==> src/inc/pcc_regs.svh <==
/*
 Constants of the clock conditioning port: widths, encodings, timing.
 Assumes inclusion by every file of the block before use.
*/
`ifndef PCC_REGS_SVH
`define PCC_REGS_SVH

// Source select of output path A
`define PCC_SEL_W      3
`define PCC_SEL_BYPASS 3'h1

// Reference source encodings
`define PCC_REF_GPIN   3'h0
`define PCC_REF_IO     3'h1
`define PCC_REF_CORE   3'h2
`define PCC_REF_RC     3'h3
`define PCC_REF_XTAL   3'h4

// Period measurement
`define PCC_PER_W      16
`define PCC_PER_MAX    16'hffff
`define PCC_PER_TOL    16'h0002

// Output dividers; half step covers 1.5 up to 14.5
`define PCC_DIV_W      5
`define PCC_CNT_W      6
`define PCC_HALF_MAX   5'h0e

// Delay taps
`define PCC_DLY_W      3
`define PCC_DLY_LEN    8
`define PCC_DLY_TOP    4'h7
`define PCC_CORE_XTRA  4'h2

// Lock detection
`define PCC_LOCK_W     4
`define PCC_LOCK_CNT   4'h8
`define PCC_PD_WIN_NS  20
`define PCC_CLK_NS     5

`endif

==> src/inc/pcc_pkg.sv <==
/*
 Types of the clock conditioning port.
 Assumes nothing beyond a SystemVerilog compiler.
*/
package pcc_pkg;

	// Loop state, one-hot
	typedef enum logic [2:0]
	{
		ST_SLEEP = 3'h1,
		ST_ACQ   = 3'h2,
		ST_LOCK  = 3'h4
	} pcc_lst_t;

endpackage

==> src/inc/pcc_mux_if.sv <==
/*
 Link between the loop control and one global multiplexer.
 Assumes both ends run on the system clock.
*/
`timescale 1ns/1ps
`include "pcc_regs.svh"
interface pcc_mux_if;
	logic                  src_edge;
	logic                  sync_rst;
	logic                  half;
	logic                  en;
	logic [`PCC_DIV_W-1:0] div_n;
	logic [`PCC_DLY_W-1:0] dly;
	logic                  gl_out;
	logic                  core_out;

	modport ctl (output src_edge, sync_rst, half, en, div_n, dly,
		input gl_out, core_out);
	modport mux (input src_edge, sync_rst, half, en, div_n, dly,
		output gl_out, core_out);
endinterface

==> src/rtl/pcc_top.sv <==
/*
 Clock conditioning port: reference select, loop core model with lock,
 three global multiplexers with dividers and delay taps.
 Assumes every input is synchronous to I_CLK_SYS; clocks are modelled
 as sampled levels, derived clocks as registered levels.
*/
// What this block does
// - Takes reference and feedback clocks; drives five clocks and lock.
// - Reference feeds the loop core and sources the primary output.
// - In bypass (select 001) a sync reset clears path A final divider.
// - Sync reset acts on its rising edge only, not its level.
// - With loop core in use, sync reset is ignored; generated internally.
// - Half step works only in bypass with the RC oscillator as reference.
// - Half step divides by 1.5 up to 14.5 in half steps.
// - External feedback replaces internal feedback at the phase detector.
// - Sleep low powers the loop down; high allows normal operation.
// - While asleep every clock output stays low.
// - Primary output goes to its global network.
// - Both secondary outputs go to their global networks.
// - Two core outputs go to local routing.
// - Lock rises only once steady lock between reference and feedback.
// - Reference selectable: global pins, I/O pins, core, RC or crystal.
// - Each global output comes from its own global multiplexer.
// - Each multiplexer holds source routing, output select and delays.
// - Outputs enable as A, then B group, then C group.
`timescale 1ns/1ps
`include "pcc_regs.svh"
module pcc_top (
	input  wire logic                  I_CLK_SYS,
	input  wire logic                  I_RESET_N,
	input  wire logic [`PCC_SEL_W-1:0] I_REF_SRC_SEL,
	input  wire logic                  I_REF_GLOBAL_PIN,
	input  wire logic                  I_REF_IO_PIN,
	input  wire logic                  I_REF_CORE,
	input  wire logic                  I_REF_RC_OSC,
	input  wire logic                  I_REF_XTAL_OSC,
	input  wire logic                  I_EXT_FEEDBACK_IN,
	input  wire logic                  I_USE_EXT_FB,
	input  wire logic                  I_PLL_SLEEP_N,
	input  wire logic [`PCC_SEL_W-1:0] I_OUT_A_SOURCE_SELECT,
	input  wire logic                  I_OUT_DIV_A_SYNC_RESET,
	input  wire logic                  I_OUT_DIV_A_HALF_STEP,
	input  wire logic [`PCC_DIV_W-1:0] I_DIV_A,
	input  wire logic [`PCC_DIV_W-1:0] I_DIV_B,
	input  wire logic [`PCC_DIV_W-1:0] I_DIV_C,
	input  wire logic [`PCC_DLY_W-1:0] I_DLY_A,
	input  wire logic [`PCC_DLY_W-1:0] I_DLY_B,
	input  wire logic [`PCC_DLY_W-1:0] I_DLY_C,
	input  wire logic                  I_EN_SEC1,
	input  wire logic                  I_EN_CORE1,
	input  wire logic                  I_EN_SEC2,
	input  wire logic                  I_EN_CORE2,
	output logic                       O_GLOBAL_OUT_PRIMARY,
	output logic                       O_GLOBAL_OUT_SEC1,
	output logic                       O_GLOBAL_OUT_SEC2,
	output logic                       O_CORE_OUT_1,
	output logic                       O_CORE_OUT_2,
	output logic                       O_LOCK,
	output logic                       O_GROUP_BAD
);
	localparam int PdWin = `PCC_PD_WIN_NS / `PCC_CLK_NS;

	logic                    ref_clk_in;
	logic                    ref_q;
	logic                    ref_p;
	logic                    fb_q;
	logic                    fb_p;
	logic                    srst_p;
	logic                    ref_rise;
	logic                    ref_fall;
	logic                    ext_rise;
	logic                    srst_rise;
	logic                    bypass;
	logic                    ref_is_rc;
	logic [`PCC_PER_W-1:0]   per_cnt_q;
	logic [`PCC_PER_W-1:0]   per_q;
	logic [`PCC_PER_W-1:0]   per_p;
	logic [`PCC_PER_W-1:0]   per_diff;
	logic [`PCC_PER_W-1:0]   half_per;
	logic                    stable;
	logic                    stall;
	logic                    run;
	logic                    realign;
	logic [`PCC_PER_W-1:0]   vco_cnt_q;
	logic                    vco_lvl_q;
	logic                    vco_edge;
	logic                    vco_tick_q;
	logic                    vco_rise_q;
	logic                    fb_rise;
	logic                    ph_ok_q;
	pcc_pkg::pcc_lst_t       st_q;
	pcc_pkg::pcc_lst_t       st_d;
	logic [`PCC_LOCK_W-1:0]  lk_cnt_q;
	logic [`PCC_LOCK_W-1:0]  lk_cnt_d;
	logic                    lock_q;
	logic                    lock_rise_q;
	logic                    grp1;
	logic                    gla_q;
	logic                    glb_q;
	logic                    glc_q;
	logic                    yb_q;
	logic                    yc_q;
	logic                    bad_q;

	pcc_mux_if a_if ();
	pcc_mux_if b_if ();
	pcc_mux_if c_if ();

	// Reference source multiplexer
	always_comb
	begin
		case (I_REF_SRC_SEL)
			`PCC_REF_GPIN: ref_clk_in = I_REF_GLOBAL_PIN;
			`PCC_REF_IO:   ref_clk_in = I_REF_IO_PIN;
			`PCC_REF_CORE: ref_clk_in = I_REF_CORE;
			`PCC_REF_RC:   ref_clk_in = I_REF_RC_OSC;
			`PCC_REF_XTAL: ref_clk_in = I_REF_XTAL_OSC;
			default:       ref_clk_in = 1'b0;
		endcase
	end

	// Sampled copies for edge detection
	always_ff @(posedge I_CLK_SYS or negedge I_RESET_N)
	begin
		if (!I_RESET_N)
		begin
			ref_q  <= 1'b0;
			ref_p  <= 1'b0;
			fb_q   <= 1'b0;
			fb_p   <= 1'b0;
			srst_p <= 1'b0;
		end
		else
		begin
			ref_q  <= ref_clk_in;
			ref_p  <= ref_q;
			fb_q   <= I_EXT_FEEDBACK_IN;
			fb_p   <= fb_q;
			srst_p <= I_OUT_DIV_A_SYNC_RESET;
		end
	end

	// Edge events and path A mode decode
	always_comb
	begin
		ref_rise  = ref_q && !ref_p;
		ref_fall  = !ref_q && ref_p;
		ext_rise  = fb_q && !fb_p;
		bypass    = I_OUT_A_SOURCE_SELECT == `PCC_SEL_BYPASS;
		ref_is_rc = I_REF_SRC_SEL == `PCC_REF_RC;
		// Relies on the driver having held it low beforehand
		srst_rise = bypass && I_OUT_DIV_A_SYNC_RESET && !srst_p;
	end

	// Reference period measurement, cleared while asleep
	always_ff @(posedge I_CLK_SYS or negedge I_RESET_N)
	begin
		if (!I_RESET_N)
		begin
			per_cnt_q <= '0;
			per_q     <= '0;
			per_p     <= '0;
		end
		else if (!I_PLL_SLEEP_N)
		begin
			per_cnt_q <= '0;
			per_q     <= '0;
			per_p     <= '0;
		end
		else if (ref_rise)
		begin
			per_cnt_q <= `PCC_PER_W'(1);
			per_q     <= per_cnt_q;
			per_p     <= per_q;
		end
		else if (per_cnt_q != `PCC_PER_MAX)
			per_cnt_q <= per_cnt_q + 1'b1;
	end

	// Period stability and loop run condition
	always_comb
	begin
		per_diff = (per_q > per_p) ? per_q - per_p : per_p - per_q;
		stable   = per_diff <= `PCC_PER_TOL && per_q != '0 && per_p != '0;
		stall    = per_cnt_q == `PCC_PER_MAX;
		half_per = {1'b0, per_q[`PCC_PER_W-1:1]};
		if (half_per == '0)
			half_per = `PCC_PER_W'(1);
		run      = st_q != pcc_pkg::ST_SLEEP && per_q != '0;
		realign  = run && ref_rise;
		vco_edge = run && (realign || vco_cnt_q >= half_per - 1'b1);
	end

	// Oscillator model: toggles every half measured period
	always_ff @(posedge I_CLK_SYS or negedge I_RESET_N)
	begin
		if (!I_RESET_N)
		begin
			vco_cnt_q  <= '0;
			vco_lvl_q  <= 1'b0;
			vco_tick_q <= 1'b0;
			vco_rise_q <= 1'b0;
		end
		else
		begin
			vco_tick_q <= vco_edge;
			vco_rise_q <= vco_edge && (realign || !vco_lvl_q);
			if (!run || vco_edge)
				vco_cnt_q <= '0;
			else
				vco_cnt_q <= vco_cnt_q + 1'b1;
			if (!run)
				vco_lvl_q <= 1'b0;
			else if (realign)
				vco_lvl_q <= 1'b1;
			else if (vco_edge)
				vco_lvl_q <= !vco_lvl_q;
		end
	end

	// Phase detector input: external edge replaces internal one
	assign fb_rise = I_USE_EXT_FB ? ext_rise : vco_rise_q;

	// Feedback close behind the reference edge marks phase agreement
	always_ff @(posedge I_CLK_SYS or negedge I_RESET_N)
	begin
		if (!I_RESET_N)
			ph_ok_q <= 1'b0;
		else if (!I_PLL_SLEEP_N)
			ph_ok_q <= 1'b0;
		else if (ref_rise)
			ph_ok_q <= fb_rise;
		else if (fb_rise && per_cnt_q <= `PCC_PER_W'(PdWin))
			ph_ok_q <= 1'b1;
	end

	// Lock state: counts agreeing reference periods
	always_comb
	begin
		st_d     = st_q;
		lk_cnt_d = lk_cnt_q;
		case (st_q)
			pcc_pkg::ST_SLEEP:
			begin
				st_d     = pcc_pkg::ST_ACQ;
				lk_cnt_d = '0;
			end
			pcc_pkg::ST_ACQ:
			begin
				if (ref_rise && !(stable && ph_ok_q))
					lk_cnt_d = '0;
				else if (ref_rise && lk_cnt_q == `PCC_LOCK_CNT - 1'b1)
					st_d = pcc_pkg::ST_LOCK;
				else if (ref_rise)
					lk_cnt_d = lk_cnt_q + 1'b1;
			end
			pcc_pkg::ST_LOCK:
			begin
				if (stall || (ref_rise && !(stable && ph_ok_q)))
				begin
					st_d     = pcc_pkg::ST_ACQ;
					lk_cnt_d = '0;
				end
			end
			default:
			begin
				st_d     = pcc_pkg::ST_SLEEP;
				lk_cnt_d = '0;
			end
		endcase
		if (!I_PLL_SLEEP_N)
		begin
			st_d     = pcc_pkg::ST_SLEEP;
			lk_cnt_d = '0;
		end
	end

	// Lock state registers and lock outputs
	always_ff @(posedge I_CLK_SYS or negedge I_RESET_N)
	begin
		if (!I_RESET_N)
		begin
			st_q        <= pcc_pkg::ST_SLEEP;
			lk_cnt_q    <= '0;
			lock_q      <= 1'b0;
			lock_rise_q <= 1'b0;
		end
		else
		begin
			st_q        <= st_d;
			lk_cnt_q    <= lk_cnt_d;
			lock_q      <= st_d == pcc_pkg::ST_LOCK;
			lock_rise_q <= st_d == pcc_pkg::ST_LOCK
				&& st_q != pcc_pkg::ST_LOCK;
		end
	end

	// Path A routing; internal sync pulse replaces the pin in loop mode
	always_comb
	begin
		a_if.src_edge = bypass ? (ref_rise || ref_fall) : vco_tick_q;
		a_if.sync_rst = bypass ? srst_rise : lock_rise_q;
		a_if.half     = bypass && ref_is_rc && I_OUT_DIV_A_HALF_STEP;
		a_if.en       = I_PLL_SLEEP_N;
		a_if.div_n    = I_DIV_A;
		a_if.dly      = I_DLY_A;
	end

	// Paths B and C run from the loop; C needs the B group enabled
	always_comb
	begin
		grp1          = I_EN_SEC1 || I_EN_CORE1;
		b_if.src_edge = vco_tick_q;
		b_if.sync_rst = lock_rise_q;
		b_if.half     = 1'b0;
		b_if.en       = I_PLL_SLEEP_N && grp1;
		b_if.div_n    = I_DIV_B;
		b_if.dly      = I_DLY_B;
		c_if.src_edge = vco_tick_q;
		c_if.sync_rst = lock_rise_q;
		c_if.half     = 1'b0;
		c_if.en       = I_PLL_SLEEP_N && grp1
			&& (I_EN_SEC2 || I_EN_CORE2);
		c_if.div_n    = I_DIV_C;
		c_if.dly      = I_DLY_C;
	end

	// One global multiplexer per global output
	pcc_glmux u_mux_a (
		.i_clk   (I_CLK_SYS),
		.i_rst_n (I_RESET_N),
		.m_if    (a_if)
	);

	pcc_glmux u_mux_b (
		.i_clk   (I_CLK_SYS),
		.i_rst_n (I_RESET_N),
		.m_if    (b_if)
	);

	pcc_glmux u_mux_c (
		.i_clk   (I_CLK_SYS),
		.i_rst_n (I_RESET_N),
		.m_if    (c_if)
	);

	// Output registers; the five clock outputs are forced low while asleep, group error is not
	always_ff @(posedge I_CLK_SYS or negedge I_RESET_N)
	begin
		if (!I_RESET_N)
		begin
			gla_q <= 1'b0;
			glb_q <= 1'b0;
			glc_q <= 1'b0;
			yb_q  <= 1'b0;
			yc_q  <= 1'b0;
			bad_q <= 1'b0;
		end
		else
		begin
			gla_q <= I_PLL_SLEEP_N && a_if.gl_out;
			glb_q <= b_if.en && I_EN_SEC1 && b_if.gl_out;
			glc_q <= c_if.en && I_EN_SEC2 && c_if.gl_out;
			yb_q  <= b_if.en && I_EN_CORE1 && b_if.core_out;
			yc_q  <= c_if.en && I_EN_CORE2 && c_if.core_out;
			bad_q <= (I_EN_SEC2 || I_EN_CORE2) && !grp1;
		end
	end

	assign O_GLOBAL_OUT_PRIMARY = gla_q;
	assign O_GLOBAL_OUT_SEC1    = glb_q;
	assign O_GLOBAL_OUT_SEC2    = glc_q;
	assign O_CORE_OUT_1         = yb_q;
	assign O_CORE_OUT_2         = yc_q;
	assign O_LOCK               = lock_q;
	assign O_GROUP_BAD          = bad_q;
endmodule

==> src/rtl/pcc_glmux.sv <==
/*
 Global multiplexer: divider counting source edges, plus delay taps.
 Assumes source edges arrive as one-cycle pulses on the system clock.
*/
`timescale 1ns/1ps
`include "pcc_regs.svh"
module pcc_glmux (
	input  wire logic i_clk,
	input  wire logic i_rst_n,
	pcc_mux_if.mux    m_if
);
	logic [`PCC_DIV_W-1:0]   n;
	logic [`PCC_CNT_W-1:0]   m;
	logic [`PCC_CNT_W-1:0]   cnt_q;
	logic                    div_q;
	logic [`PCC_DLY_LEN-1:0] dl_q;
	logic [`PCC_DLY_W:0]     ctap;

	// Ratio in source half periods: 2n, or 2n+1 with half step
	always_comb
	begin
		n = (m_if.div_n == '0) ? `PCC_DIV_W'(1) : m_if.div_n;
		if (m_if.half && n > `PCC_HALF_MAX)
			n = `PCC_HALF_MAX;
		m = {n, m_if.half};
	end

	// Edge counter, cleared by the sync reset pulse
	always_ff @(posedge i_clk or negedge i_rst_n)
	begin
		if (!i_rst_n)
			cnt_q <= '0;
		else if (m_if.sync_rst || !m_if.en)
			cnt_q <= '0;
		else if (m_if.src_edge)
			cnt_q <= (cnt_q >= m - 1'b1) ? '0 : cnt_q + 1'b1;
	end

	// Divided clock and its delay line
	always_ff @(posedge i_clk or negedge i_rst_n)
	begin
		if (!i_rst_n)
		begin
			div_q <= 1'b0;
			dl_q  <= '0;
		end
		else
		begin
			div_q <= m_if.en && (cnt_q < {1'b0, n});
			dl_q  <= {dl_q[`PCC_DLY_LEN-2:0], div_q};
		end
	end

	// Core tap sits two taps further down the line than the global tap, capped at tap 7
	always_comb
	begin
		ctap = {1'b0, m_if.dly} + `PCC_CORE_XTRA;
		if (ctap > `PCC_DLY_TOP)
			ctap = `PCC_DLY_TOP;
		m_if.gl_out   = dl_q[m_if.dly];
		m_if.core_out = dl_q[ctap[`PCC_DLY_W-1:0]];
	end
endmodule

==> config.mk <==
export PLATFORM = sky130hd
export DESIGN_NAME = pcc_top
export DESIGN_NICKNAME = d
export VERILOG_FILES = /design/src/inc/pcc_pkg.sv /design/src/inc/pcc_mux_if.sv /design/src/rtl/pcc_top.sv /design/src/rtl/pcc_glmux.sv
export VERILOG_INCLUDE_DIRS = /design/src /design/src/inc
export SDC_FILE = /design/constraint.sdc
export NUM_CORES = 1
export LEC_CHECK = 0
export BUFFER_PORTS_ARGS = -buffer_cell sky130_fd_sc_hd__buf_4
export CAP_MARGIN = 10
export CORE_MARGIN = 2
export CORE_UTILIZATION = 65
export CTS_CLUSTER_SIZE = 10
export DETAILED_ROUTE_END_ITERATION = 12
export GPL_ROUTABILITY_DRIVEN = 0
export PLACE_DENSITY = 0.92
export SETUP_SLACK_MARGIN = 0.5
export SYNTH_ARGS = -nofsm -noshare
export SYNTH_HDL_FRONTEND = slang
export SYNTH_HIERARCHICAL = 1
export SYNTH_SLANG_ARGS = --single-unit
==> constraint.sdc <==
create_clock -name I_CLK_SYS -period 7.38 [get_ports I_CLK_SYS]
set_input_delay 1.476 -clock I_CLK_SYS [delete_from_list [all_inputs] [get_ports I_CLK_SYS]]
set_output_delay 1.476 -clock I_CLK_SYS [all_outputs]
set_load 0.01 [all_outputs]
==> flow_summary_export.csv <==
group,metric,value,unit
timing,hold_viol_final,0,
clock_network,cts_tree,"done",
clock_network,cts_resized,0,
timing,period_minus_slack,4.29,ns
route,ant_nets,0,
flow_run,cap_violations,0,
placement,hpwl,16.5,mm
global_route,grt_pass1_vias,8449,
clock_network,cts_setup_buffers,0,
route,drc,0,
floorplan,core_area,14600,µm²
timing,slew_headroom,36.4,%
finish,antenna_cells,0,
route,viasPerCell,6.50,
clock_network,cts_sinks,133,
worst_setup_path,rrSetupSlack,3.10,ns
clock_network,cts_root_buf,"clkbuf_16",
global_route,grt_max_degree,85,
route,wl,24.3,mm
global_route,grt_pass1_wl,40.5,mm
route,drt_iter0_drc,1082,
floorplan,die_x,126,µm
route,dr.pass1.iters,7,
run_status,outcome,"completed",
worst_setup_path,arrival,4.58,ns
timing,final.setup.tns,0,ns
global_route,grt_util_all_layers,31.0,%
worst_setup_path,slowest_stage,"nor4_1",
placement,port_buffers,52,
timing,timing.final.crit_share,58.1,%
worst_setup_path,reg2reg_to,"b_if.sync_rst",
worst_setup_path,cp-end-kind,"register",
min_path,hold-path-cell-count,0,
finish,post-route-util,74.5,%
power_and_ir_drop,leakage,0.00498,µW
placement,placed_cells,1298,
clock_network,cts_buffers,17,
global_route,antenna_found_initial,0,
min_path,min_to,"u_mux_b/dl_q[0]",
min_path,hp-class,"reg -> reg",
clock_network,clockBufferDepth,2,
finish,finalNonFillerCells,1330,
worst_setup_path,path_cells,"buf_4 -> or3b_2 -> nor4_1 -> nor2_1 -> nor3_1 -> ha_1 -> nand3b_1 -> xnor2_1 -> ha_1 -> nand4_1 -> o211ai_1 -> nand3_1",
worst_setup_path,critPathMaxStageDelay,0.70,ns
timing,setup_viol,0,
finish,nets,1270,
worst_setup_path,cpMostUsedCell,"ha_1",
floorplan,placementRows,44,
finish,syn_to_final_growth,11.9,%
timing,skew,0.00888,ns
logic_synthesis,synthCells,1075,
logic_synthesis,syn_area,9710,µm²
power_and_ir_drop,ir_drop,0.179,mV
global_route,overflow,0,
clock_network,clk_latency,0.43,ns
floorplan,die_area,15900,µm²
floorplan,start_util,66.6,%
worst_setup_path,ff2ff_path_depth,11,
worst_setup_path,r2r_start,"per_q[10]",
floorplan,ioPinCount,53,
finish,post_route_cells_drive_above_1_share,9.60,%
floorplan,die_h,126,µm
worst_setup_path,required,7.67,ns
min_path,hp-start,"u_mux_b/div_q",
timing,rsz0062_at_grt,"no",
worst_setup_path,critPathKind,"in -> reg",
timing,max_freq,0.233,GHz
power_and_ir_drop,power_density,173,nW/µm²
placement,dpl_cell_area,10300,µm²
route,vias,8647,
logic_synthesis,avgSynthCellArea,9.04,µm²
route,wl_per_cell,18.3,µm
worst_setup_path,critPathLaunchType,"input port",
clock_network,htreeDepth,4,
finish,fin_area,10900,µm²
timing,worst_slew_pin_slew,0.947,ns
clock_network,cts.reportedPaths.clkPinSlew,0.06,ns
worst_setup_path,path_max_fanout,7,
timing,slew_violations,0,
clock_network,ctsHoldBuffers,0,
timing,fin_hold_ws,0.350,ns
logic_synthesis,ys.warnings.count,6,
cells in the final DEF (no fill, tap or decap), types with 19 or more instances in the layout:
cell type,n
a21o_1,19
inv_1,69
o211ai_1,20
xnor2_1,30
nand2_1,81
buf_4,53
xor2_1,31
mux2i_1,36
dfrtp_1,132
and3_1,20
nor4_1,19
nor2b_1,39
nor2_1,97
nor3_1,26
a21oi_1,55
ha_1,88
nand3_1,39
o21ai_0,54
stage by stage:
step           power (µW)  setup WS [ns]
5_1_grt              1940           2.73
2_1_floorplan         951           3.21
4_1_cts              1880           3.15
6_report             1880           3.09
3_3_place_gp         1030           2.87
3_5_place_dp         1040           2.77
power breakdown:
part / total [µW] / leakage, µW / internal [µW] / switching [µW]
Combinational: 259 / 0.00290 / 111 / 148
Clock: 839 / 0.000290 / 514 / 325
Sequential: 778 / 0.00179 / 755 / 23.1
Total: 1880 / 0.00498 / 1380 / 496
critical path: cells and delay by family:
family                     cells  cell delay (ns)
and+or+nand+nor                7             2.00
adders and majority gates      2             0.52
AOI/OAI and AO/OA              1             0.32
xor gates and xnor gates       1             0.14
buffers and inverters          1             0.10
final cells by class:
cell class	instances	area [µm²]
Fill cell	947	3720
Inverter	69	259
Timing Repair Buffer	54	409
Clock inverter	12	131
Sequential cell	133	3330
Multi-Input combinational cell	858	6060
Tap cell	184	230
Clock buffer	20	457
metal layers:
layer | GRT usage [%] | wire length (µm) | vias to the layer above
li1 | - | - | 4007
met1 | 39.8 | 10100 | 4162
met2 | 51.7 | 12000 | 405
met3 | 4.84 | 1440 | 73
met4 | 14.2 | 746 | 0
met5 | 0 | 0 | -
flip-flops by register name (all words and copies together) (netlist names), 3 cells and up:
signal / count
per_p: 16
per_q: 16
u_mux_b/cnt_q: 6
lk_cnt_q: 4
st_q: 3
per_cnt_q: 16
u_mux_b/dl_q: 8
u_mux_c/cnt_q: 6
u_mux_a/dl_q: 8
u_mux_c/dl_q: 8
vco_cnt_q: 16
u_mux_a/cnt_q: 6
worst max path at each step:
stage / start / endpoint / slack (ns) / depth (start not counted)
4_1_cts: I_OUT_A_SOURCE_SELECT[1] / u_mux_a/cnt_q[5] / 3.15 / 12
3_3_place_gp: I_OUT_A_SOURCE_SELECT[1] / u_mux_a/cnt_q[4] / 2.87 / 12
3_5_place_dp: I_OUT_A_SOURCE_SELECT[1] / u_mux_a/cnt_q[4] / 2.77 / 12
6_report: I_OUT_A_SOURCE_SELECT[1] / u_mux_a/cnt_q[5] / 3.09 / 12
2_1_floorplan: I_OUT_A_SOURCE_SELECT[1] / u_mux_a/cnt_q[4] / 3.21 / 12
5_1_grt: I_OUT_A_SOURCE_SELECT[1] / u_mux_a/cnt_q[4] / 2.73 / 12
Note: power is estimated with default switching activity, not from simulation.
